**config.mk**
```make
export PLATFORM = sky130hd
export DESIGN_NAME = asf_host
export DESIGN_NICKNAME = d
export VERILOG_FILES = /design/src/rtl/asf_pkg.sv /design/src/rtl/asf_skid.sv /design/src/rtl/asf_host.sv
export SDC_FILE = /design/constraint.sdc
export NUM_CORES = 1
export LEC_CHECK = 0
export ABC_AREA = 1
export BUFFER_PORTS_ARGS = -buffer_cell sky130_fd_sc_hd__buf_2
export CAP_MARGIN = 25
export CELL_PAD_IN_SITES_DETAIL_PLACEMENT = 2
export CELL_PAD_IN_SITES_GLOBAL_PLACEMENT = 2
export CORE_AREA = 5 5 105 107
export DETAILED_ROUTE_END_ITERATION = 16
export DIE_AREA = 0 0 110 112
export PLACE_DENSITY = 0.88
export SKIP_LAST_GASP = 1
export SLEW_MARGIN = 20
export SYNTH_ARGS = -nofsm -noshare
export SYNTH_HDL_FRONTEND = slang
export SYNTH_HIERARCHICAL = 1
export SYNTH_SLANG_ARGS = --single-unit
```
**constraint.sdc**
```tcl
create_clock -name clk -period 4.2 [get_ports clk]
set_input_delay 0.84 -clock clk [delete_from_list [all_inputs] [get_ports clk]]
set_output_delay 0.84 -clock clk [all_outputs]
set_load 0.01 [all_outputs]
```
**src/rtl/asf_pkg.sv**
```systemverilog
// Purpose: constants for the strobe fifo host controller
// Assumes: 100 MHz clk, 10 ns period
// Notes: pin timing figures are held in ns and turned into cycles here
package asf_pkg;
    localparam int ASF_WIDTH = 8;
    localparam int ASF_CLK_NS = 10;
    // least strobe high and low times, and the first-pop guard delay
    localparam int ASF_STROBE_HIGH_NS = 20;
    localparam int ASF_STROBE_LOW_NS = 45;
    localparam int ASF_FIRST_POP_NS = 40;
    localparam int ASF_RESET_NS = 40;
    localparam int ASF_RESET_TO_SI_NS = 40;
    localparam int ASF_HIGH_CYC = (ASF_STROBE_HIGH_NS + ASF_CLK_NS - 1)
        / ASF_CLK_NS;
    localparam int ASF_LOW_CYC = (ASF_STROBE_LOW_NS + ASF_CLK_NS - 1)
        / ASF_CLK_NS;
    localparam int ASF_GUARD_CYC = (ASF_FIRST_POP_NS + ASF_CLK_NS - 1)
        / ASF_CLK_NS;
    localparam int ASF_RST_CYC = (ASF_RESET_NS + ASF_CLK_NS - 1)
        / ASF_CLK_NS;
    localparam int ASF_RSI_CYC = (ASF_RESET_TO_SI_NS + ASF_CLK_NS - 1)
        / ASF_CLK_NS;
    localparam int ASF_CNT_W = 4;
    localparam logic [ASF_CNT_W-1:0] ASF_CNT_ZERO = 4'h0;
    typedef enum logic [3:0] {
        ASF_W_IDLE = 4'b0001,
        ASF_W_HIGH = 4'b0010,
        ASF_W_LOW = 4'b0100,
        ASF_W_RST = 4'b1000
    } asf_wstate_type;
    typedef enum logic [3:0] {
        ASF_R_IDLE = 4'b0001,
        ASF_R_GUARD = 4'b0010,
        ASF_R_HIGH = 4'b0100,
        ASF_R_LOW = 4'b1000
    } asf_rstate_type;
endpackage

```
**src/rtl/asf_skid.sv**
```systemverilog
// Purpose: two-entry buffer with valid and ready on both sides
// Assumes: single clock, synchronous active-high reset
// Notes: in_ready comes from a register, so a stall never drops a word
`timescale 1ns/10ps
module asf_skid
    import asf_pkg::*;
(
    input wire logic clk,
    input wire logic rst,
    input wire logic in_valid,
    output logic in_ready,
    input wire logic [ASF_WIDTH-1:0] in_data,
    output logic out_valid,
    input wire logic out_ready,
    output logic [ASF_WIDTH-1:0] out_data
);
    logic [ASF_WIDTH-1:0] mem_reg [2];
    logic wr_ptr_reg;
    logic rd_ptr_reg;
    logic [1:0] count_reg;
    logic push;
    logic pop;

    assign push = in_valid && in_ready;
    assign pop = out_valid && out_ready;
    assign in_ready = (count_reg != 2'h2);
    assign out_valid = (count_reg != 2'h0);
    assign out_data = mem_reg[rd_ptr_reg];

    always_ff @(posedge clk) begin
        if (push) begin
            mem_reg[wr_ptr_reg] <= in_data;
        end
    end

    always_ff @(posedge clk) begin
        if (rst) begin
            wr_ptr_reg <= 1'b0;
            rd_ptr_reg <= 1'b0;
            count_reg <= 2'h0;
        end else begin
            if (push) begin
                wr_ptr_reg <= ~wr_ptr_reg;
            end
            if (pop) begin
                rd_ptr_reg <= ~rd_ptr_reg;
            end
            count_reg <= count_reg + {1'b0, push} - {1'b0, pop};
        end
    end
endmodule // asf_skid

```
**src/rtl/asf_host.sv**
```systemverilog
// Purpose: host that drives a strobe fifo: writer side and reader side
// Assumes: fifo pins are synchronous to clk; one fifo or an anded group
// Notes: reader uses the hold-until-ready-falls handshake plus a guard
//
// How it works
// RQ1 - fifo keeps separate read and write pointers
// RQ2 - fifo flags space and valid data honestly
// RQ3 - fifo output enable allows shared bus
// RQ4 - output enable low drives, high floats
// RQ5 - host pulses clear before any strobe
// RQ6 - clear empties fifo, flags idle values
// RQ7 - shift-in held through clear stores word
// RQ8 - fifo captures word on shift-in rise
// RQ9 - shift-in fall advances write, frees flag
// RQ10 - full fifo keeps space flag low
// RQ11 - shift-out fall advances read pointer
// RQ12 - shift-out rise pulls output-ready low
// RQ13 - reader captures data on shift-out rise
// RQ14 - empty fifo bubbles first word out
// RQ15 - freed space bubbles to input side
// RQ16 - first pop waits after ready rises
// RQ17 - hold shift-out high until ready falls
// RQ18 - empty fifo leaves last word, ready low
// RQ19 - ready high means stable valid data
// RQ20 - shift-out held high pulses ready once
// RQ21 - cascades chain ready to shift-in
// RQ22 - parallel flags are anded externally
// RQ23 - synchronous design, parameters, no lost edge
`timescale 1ns/10ps
module asf_host
    import asf_pkg::*;
(
    input wire logic clk,
    input wire logic rst,
    input wire logic start_clear,
    input wire logic wr_valid,
    output logic wr_ready,
    input wire logic [ASF_WIDTH-1:0] wr_data,
    output logic rd_valid,
    input wire logic rd_ready,
    output logic [ASF_WIDTH-1:0] rd_data,
    output logic busy,
    output logic clear_n,
    output logic shift_in,
    output logic [ASF_WIDTH-1:0] write_word,
    input wire logic space_avail_flag,
    output logic shift_out,
    output logic out_enable_n,
    input wire logic out_ready_flag,
    input wire logic [ASF_WIDTH-1:0] read_word
);
    // ============================================================
    // writer side
    asf_wstate_type wstate_reg;
    logic [ASF_CNT_W-1:0] wcnt_reg;
    logic [ASF_CNT_W-1:0] rsi_reg;
    logic wr_ready_reg;

    function automatic logic [ASF_CNT_W-1:0] cyc(input int n);
        cyc = ASF_CNT_W'(n);
    endfunction

    // a word is taken from the user only when the fifo has room
    assign wr_ready = wr_ready_reg;

    always_ff @(posedge clk) begin
        if (rst) begin
            wstate_reg <= ASF_W_RST;
            wcnt_reg <= cyc(ASF_RST_CYC);
            rsi_reg <= cyc(ASF_RSI_CYC);
            clear_n <= 1'b0;
            shift_in <= 1'b0;
            write_word <= '0;
            wr_ready_reg <= 1'b0;
        end else begin
            wr_ready_reg <= 1'b0;
            case (wstate_reg)
                ASF_W_RST: begin
                    // shift-in kept low, nothing stored [RQ5] [RQ7]
                    clear_n <= 1'b0;
                    shift_in <= 1'b0;
                    if (wcnt_reg != ASF_CNT_ZERO) begin
                        wcnt_reg <= wcnt_reg - 1'b1;
                    end else begin
                        clear_n <= 1'b1;
                        rsi_reg <= cyc(ASF_RSI_CYC);
                        wstate_reg <= ASF_W_IDLE;
                    end
                end
                ASF_W_IDLE: begin
                    if (rsi_reg != ASF_CNT_ZERO) begin
                        rsi_reg <= rsi_reg - 1'b1;
                    end else if (start_clear) begin
                        wcnt_reg <= cyc(ASF_RST_CYC);
                        clear_n <= 1'b0;
                        wstate_reg <= ASF_W_RST;
                    end else if (wr_valid && !wr_ready_reg &&
                                 space_avail_flag) begin
                        // room flag (anded) [RQ2] [RQ8] [RQ10] [RQ22]
                        wr_ready_reg <= 1'b1;
                        write_word <= wr_data;
                        shift_in <= 1'b1;
                        wcnt_reg <= cyc(ASF_HIGH_CYC);
                        wstate_reg <= ASF_W_HIGH;
                    end
                end
                ASF_W_HIGH: begin
                    if (wcnt_reg != ASF_CNT_ZERO) begin
                        wcnt_reg <= wcnt_reg - 1'b1;
                    end else begin
                        // falling edge advances the write pointer [RQ9]
                        shift_in <= 1'b0;
                        wcnt_reg <= cyc(ASF_LOW_CYC);
                        wstate_reg <= ASF_W_LOW;
                    end
                end
                ASF_W_LOW: begin
                    // word is held past the fall for data hold
                    if (wcnt_reg != ASF_CNT_ZERO) begin
                        wcnt_reg <= wcnt_reg - 1'b1;
                    end else begin
                        wstate_reg <= ASF_W_IDLE;
                    end
                end
                default: begin
                    wstate_reg <= ASF_W_RST;
                end
            endcase
        end
    end

    // ============================================================
    // reader side
    asf_rstate_type rstate_reg;
    logic [ASF_CNT_W-1:0] rcnt_reg;
    logic or_seen_reg;
    logic cap_valid;
    logic cap_ready;
    logic [ASF_WIDTH-1:0] cap_data_reg;
    logic cap_valid_reg;
    logic [ASF_WIDTH-1:0] skid_data;
    logic skid_valid;
    logic clear_go;

    assign cap_valid = cap_valid_reg;
    // a new clear floats the bus and drops shift-out at its first edge
    assign clear_go = (wstate_reg == ASF_W_IDLE) &&
        (rsi_reg == ASF_CNT_ZERO) && start_clear;

    always_ff @(posedge clk) begin
        if (rst) begin
            rstate_reg <= ASF_R_IDLE;
            rcnt_reg <= ASF_CNT_ZERO;
            or_seen_reg <= 1'b0;
            shift_out <= 1'b0;
            out_enable_n <= 1'b1;
            cap_data_reg <= '0;
            cap_valid_reg <= 1'b0;
        end else begin
            // single host: drive the bus outside a clear [RQ3] [RQ4]
            out_enable_n <= !clear_n || clear_go;
            if (cap_valid_reg && cap_ready) begin
                cap_valid_reg <= 1'b0;
            end
            if (!clear_n || clear_go) begin
                rstate_reg <= ASF_R_IDLE;
                shift_out <= 1'b0;
                or_seen_reg <= 1'b0;
            end else begin
                case (rstate_reg)
                    ASF_R_IDLE: begin
                        // first ready after empty waits [RQ16] [RQ14]
                        if (out_ready_flag && !or_seen_reg) begin
                            or_seen_reg <= 1'b1;
                            rcnt_reg <= cyc(ASF_GUARD_CYC);
                            rstate_reg <= ASF_R_GUARD;
                        end else if (out_ready_flag && !cap_valid_reg) begin
                            rstate_reg <= ASF_R_GUARD;
                            rcnt_reg <= ASF_CNT_ZERO;
                        end else if (!out_ready_flag) begin
                            // empty: ignore the stale word on the bus [RQ18]
                            or_seen_reg <= 1'b0;
                        end
                    end
                    ASF_R_GUARD: begin
                        if (rcnt_reg != ASF_CNT_ZERO) begin
                            rcnt_reg <= rcnt_reg - 1'b1;
                        end else if (!cap_valid_reg && out_ready_flag) begin
                            // take the word at the rising strobe [RQ13] [RQ19]
                            cap_data_reg <= read_word;
                            cap_valid_reg <= 1'b1;
                            shift_out <= 1'b1;
                            rcnt_reg <= cyc(ASF_HIGH_CYC);
                            rstate_reg <= ASF_R_HIGH;
                        end
                    end
                    ASF_R_HIGH: begin
                        // hold until ready drops [RQ17] [RQ12] [RQ21]
                        if (rcnt_reg != ASF_CNT_ZERO) begin
                            rcnt_reg <= rcnt_reg - 1'b1;
                        end else if (!out_ready_flag) begin
                            // fall advances the read pointer [RQ11] [RQ20]
                            shift_out <= 1'b0;
                            rcnt_reg <= cyc(ASF_LOW_CYC);
                            rstate_reg <= ASF_R_LOW;
                        end
                    end
                    ASF_R_LOW: begin
                        if (rcnt_reg != ASF_CNT_ZERO) begin
                            rcnt_reg <= rcnt_reg - 1'b1;
                        end else begin
                            or_seen_reg <= 1'b1;
                            rstate_reg <= ASF_R_IDLE;
                        end
                    end
                    default: begin
                        rstate_reg <= ASF_R_IDLE;
                    end
                endcase
            end
        end
    end

    // buffer in the data path; a stalled user holds off the next pop [RQ23]
    asf_skid u_skid (
        .clk(clk),
        .rst(rst),
        .in_valid(cap_valid),
        .in_ready(cap_ready),
        .in_data(cap_data_reg),
        .out_valid(skid_valid),
        .out_ready(rd_ready && !rd_valid),
        .out_data(skid_data)
    );

    // user side output register
    always_ff @(posedge clk) begin
        if (rst) begin
            rd_valid <= 1'b0;
            rd_data <= '0;
            busy <= 1'b1;
        end else begin
            busy <= (wstate_reg == ASF_W_RST);
            if (rd_valid && rd_ready) begin
                rd_valid <= 1'b0;
            end else if (!rd_valid && skid_valid && rd_ready) begin
                rd_valid <= 1'b1;
                rd_data <= skid_data;
            end
        end
    end
endmodule // asf_host

```
==> results.ini <==
[final_layout]
drive_gt1_share_pct = 25.83
n_antenna_cell = 0
final_common_cell = nand2_1
largest_reg_flops = 16
nets = 508
final_cell_mix = nand2_1 (70), nor2_1 (60), dfxtp_1 (58)
fill_cells = 1152
area_growth_pct = 17.88

[yosys]
syn_avg_cell_area_sq_um = 8.247
yosys.area.top_type = dfxtp_1
ys_types = 35
ys.flop_type = dfxtp_1
synth_top_cell_area_share_pct = 32.66
synth_fp_nets = 460
synth_cells = 431
async_flop_share_pct = 0
seq_area_frac_synth_pct = 46.18
yosysWarnings = 6
ys_ff_latch = 74
synthTopCellsByArea = dfxtp_1 (33%), edfxtp_1 (14%), nand2_1 (7.4%)
syn-cell-area_sq_mm = 0.003555
synth-edff-count = 16

[setup_path]
path_buf_inv = 5
r2r_start = rd_valid$_SDFFE_PP0P_
cpLargestDelayFamily = simple AND/OR/NAND/NOR gates
rr_endpoint = u_skid/count_reg[1]$_SDFF_PP0_
regToRegSetupSlack_ns = 2.34
cp_max_fo = 11
crit_path_end_kind = flip-flop
crit_end = u_skid/count_reg[1]$_SDFF_PP0_
cp_slowest_cell = nor2_2
cp-start-kind = primary input
worstSetupPathDepth = 13
worst-r2r-cell-count = 11
startpoint = rd_ready
arrival_ns = 2.36
cp_common_cell = inv_1
cpPeakStageDelay_ns = 0.33
path_class = in2reg
crit_path_cell_trace = buf_2 -> inv_1 -> nor2_2 -> inv_1 -> nor2_4 -> ha_1 -> inv_1 -> ha_1 -> inv_1 -> nand2_1 -> nand3_1 -> nand2_1 -> nor2_1
crit_required_ns = 4.45

[sta]
grt_setup_unrepaired = false
skew_ns = 0.01043
timing.hold.ws_ns = 0.4486
relSlewSlack_pct = 38.66
drv_slew = 0
finalSetupViolations = 0
final-hold-violation-count = 0
fmax_ghz = 0.4740
period_share_pct = 50.23
fin_tns_setup_ns = 0
worst_slew_pin_slew_ns = 0.9192
fin_ws_ns = 2.090
layout_min_cycle_time_ns = 2.110

[clock_network]
cts_setup_buffers = 0
tritoncts = built
cts_num_sinks = 74
root_buffer = clkbuf_8
numCtsBuffers = 9
clockBufferDepth = 2
clk_transition_reported_paths_ns = 0.08
clock_latency_ns = 0.36
cts_resized = 0
ctsHoldBuffers = 0
htree_levels = 3

[detailed_routing]
highest_layer = met4
antenna_left = 0
vias = 3062
dr_wl_met2_mm = 6.091
drc = 0
wire_per_inst_um = 17.79
m1WireLength_mm = 4.459
drt_wl_total_mm = 11.03
dr.pass1.iters = 4
wl_met3_um = 320
avgViaCountPerCell = 4.939
first_iter_violations = 102

[placement]
port_buffers = 45
place_ws_ns = 1.755
hpwl_mm = 7.530
finalWeightedCongestion = 0.7715

[outcome]
status = finished clean

[floorplan]
die_w_um = 110
die-area_sq_mm = 0.01232
initial_core_util_pct = 35.38
die_h_um = 112
core_area_sq_mm = 0.01005
rows = 37
num_io_pins = 46

[global_routing]
grt_pass1_vias = 3494
grt_usage_pct = 19.10
grt_pass1_wl_mm = 18.24
grt_antenna_before_repair = 0
grt_max_degree = 31
grt.overflow.total = 0

[run]
max-cap-violations = 0

[hold_path]
min-delay-path-class = reg2reg

[power]
ir_drop_mv = 0.4122
p_per_area_mw_per_mm2 = 556.9
p_leak_nw = 1.897

## cell usage after synthesis (3+ instances only)
cell type  count
a21oi_1       33
nor2_4         8
clkbuf_1       4
o21ai_0       23
ha_1           6
nand2_4        4
inv_1         44
edfxtp_1      16
nand3_1       31
nor3_1         3
o21ai_1        4
nand3_2        8
mux2_4         8
inv_2          9
xor2_1         3
nor2_1        60
dfxtp_1       58
nand2_1       70
nor2_2         8
nand2_2       13
## worst min-delay path, delay by kind of cell, from the launching register on
| family | cells | cell delay (ns) |
|---|---|---|
| flip-flops | 1 | 0.31 |
| buffers and inverters | 1 | 0.04 |
| AO/OA/AOI/OAI | 1 | 0.05 |
## metal layers
layer,up-vias,track usage (%)
met5,-,0
met2,47,36.33
met4,0,5.569
met1,1519,20.93
met3,13,3.536
li1,1483,-
## area by class of cell
class	instances	area, sq um	share of cell area [%]
clock buffer	9	123.9	2.956
clock inverter	7	163.9	3.912
inverter	55	211.5	5.046
multi-input combinational	294	1654	39.47
sequential	74	1642	39.18
tap	136	170.2	4.061
timing repair buffer	45	225.2	5.375
## cells by family (layout without fill, tap and decap cells)
| family | count (synthesis) | in the layout | synth area share, % |
|---|---|---|---|
| AND/OR/NAND/NOR | 211 | 211 | 30.38 |
| flip-flops | 74 | 74 | 46.18 |
| AO/OA/AOI/OAI | 65 | 65 | 9.680 |
| buffers and inverters | 63 | 116 | 7.286 |
| multiplexers | 8 | 8 | 3.379 |
| adder cells (fa/ha/maj) | 6 | 6 | 2.112 |
| XOR/XNOR | 4 | 4 | 0.9857 |
## power breakdown
group          switching, W  leakage [nW]  internal [W]
clock network      0.000291         0.144      0.000516
logic              0.000443          1.13      0.000226
registers         0.0000674         0.618      0.000790
## stage by stage
step / instance area [sq um] / total power (W) / std cells / util, %
final: 4190 / 0.002334 / 620 / 41.71
after global routing: 4190 / 0.002462 / 620 / 41.71
after CTS: 4190 / 0.002351 / 620 / 41.71
after detailed placement: 3902 / 0.001508 / 604 / 38.85
after global placement: 3902 / 0.001443 / 604 / 38.85
after floorplan: 3555 / 0.001325 / 431 / -
## worst min path at each step
stage / start / end / slack (ns) / depth (start not counted)
2_1_floorplan: cap_data_reg[0]$_SDFFE_PP0P_ / u_skid/mem_reg[0][0]$_DFFE_PP_ / 0.42 / 0
3_3_place_gp: write_word[4]$_SDFFE_PP0P_ / write_word[4]$_SDFFE_PP0P_ / 0.43 / 2
3_5_place_dp: write_word[2]$_SDFFE_PP0P_ / write_word[2]$_SDFFE_PP0P_ / 0.44 / 2
4_1_cts: write_word[2]$_SDFFE_PP0P_ / write_word[2]$_SDFFE_PP0P_ / 0.46 / 2
5_1_grt: write_word[6]$_SDFFE_PP0P_ / write_word[6]$_SDFFE_PP0P_ / 0.48 / 2
6_report: write_word[2]$_SDFFE_PP0P_ / write_word[2]$_SDFFE_PP0P_ / 0.45 / 2
Note: power is estimated with default switching activity, not from simulation.
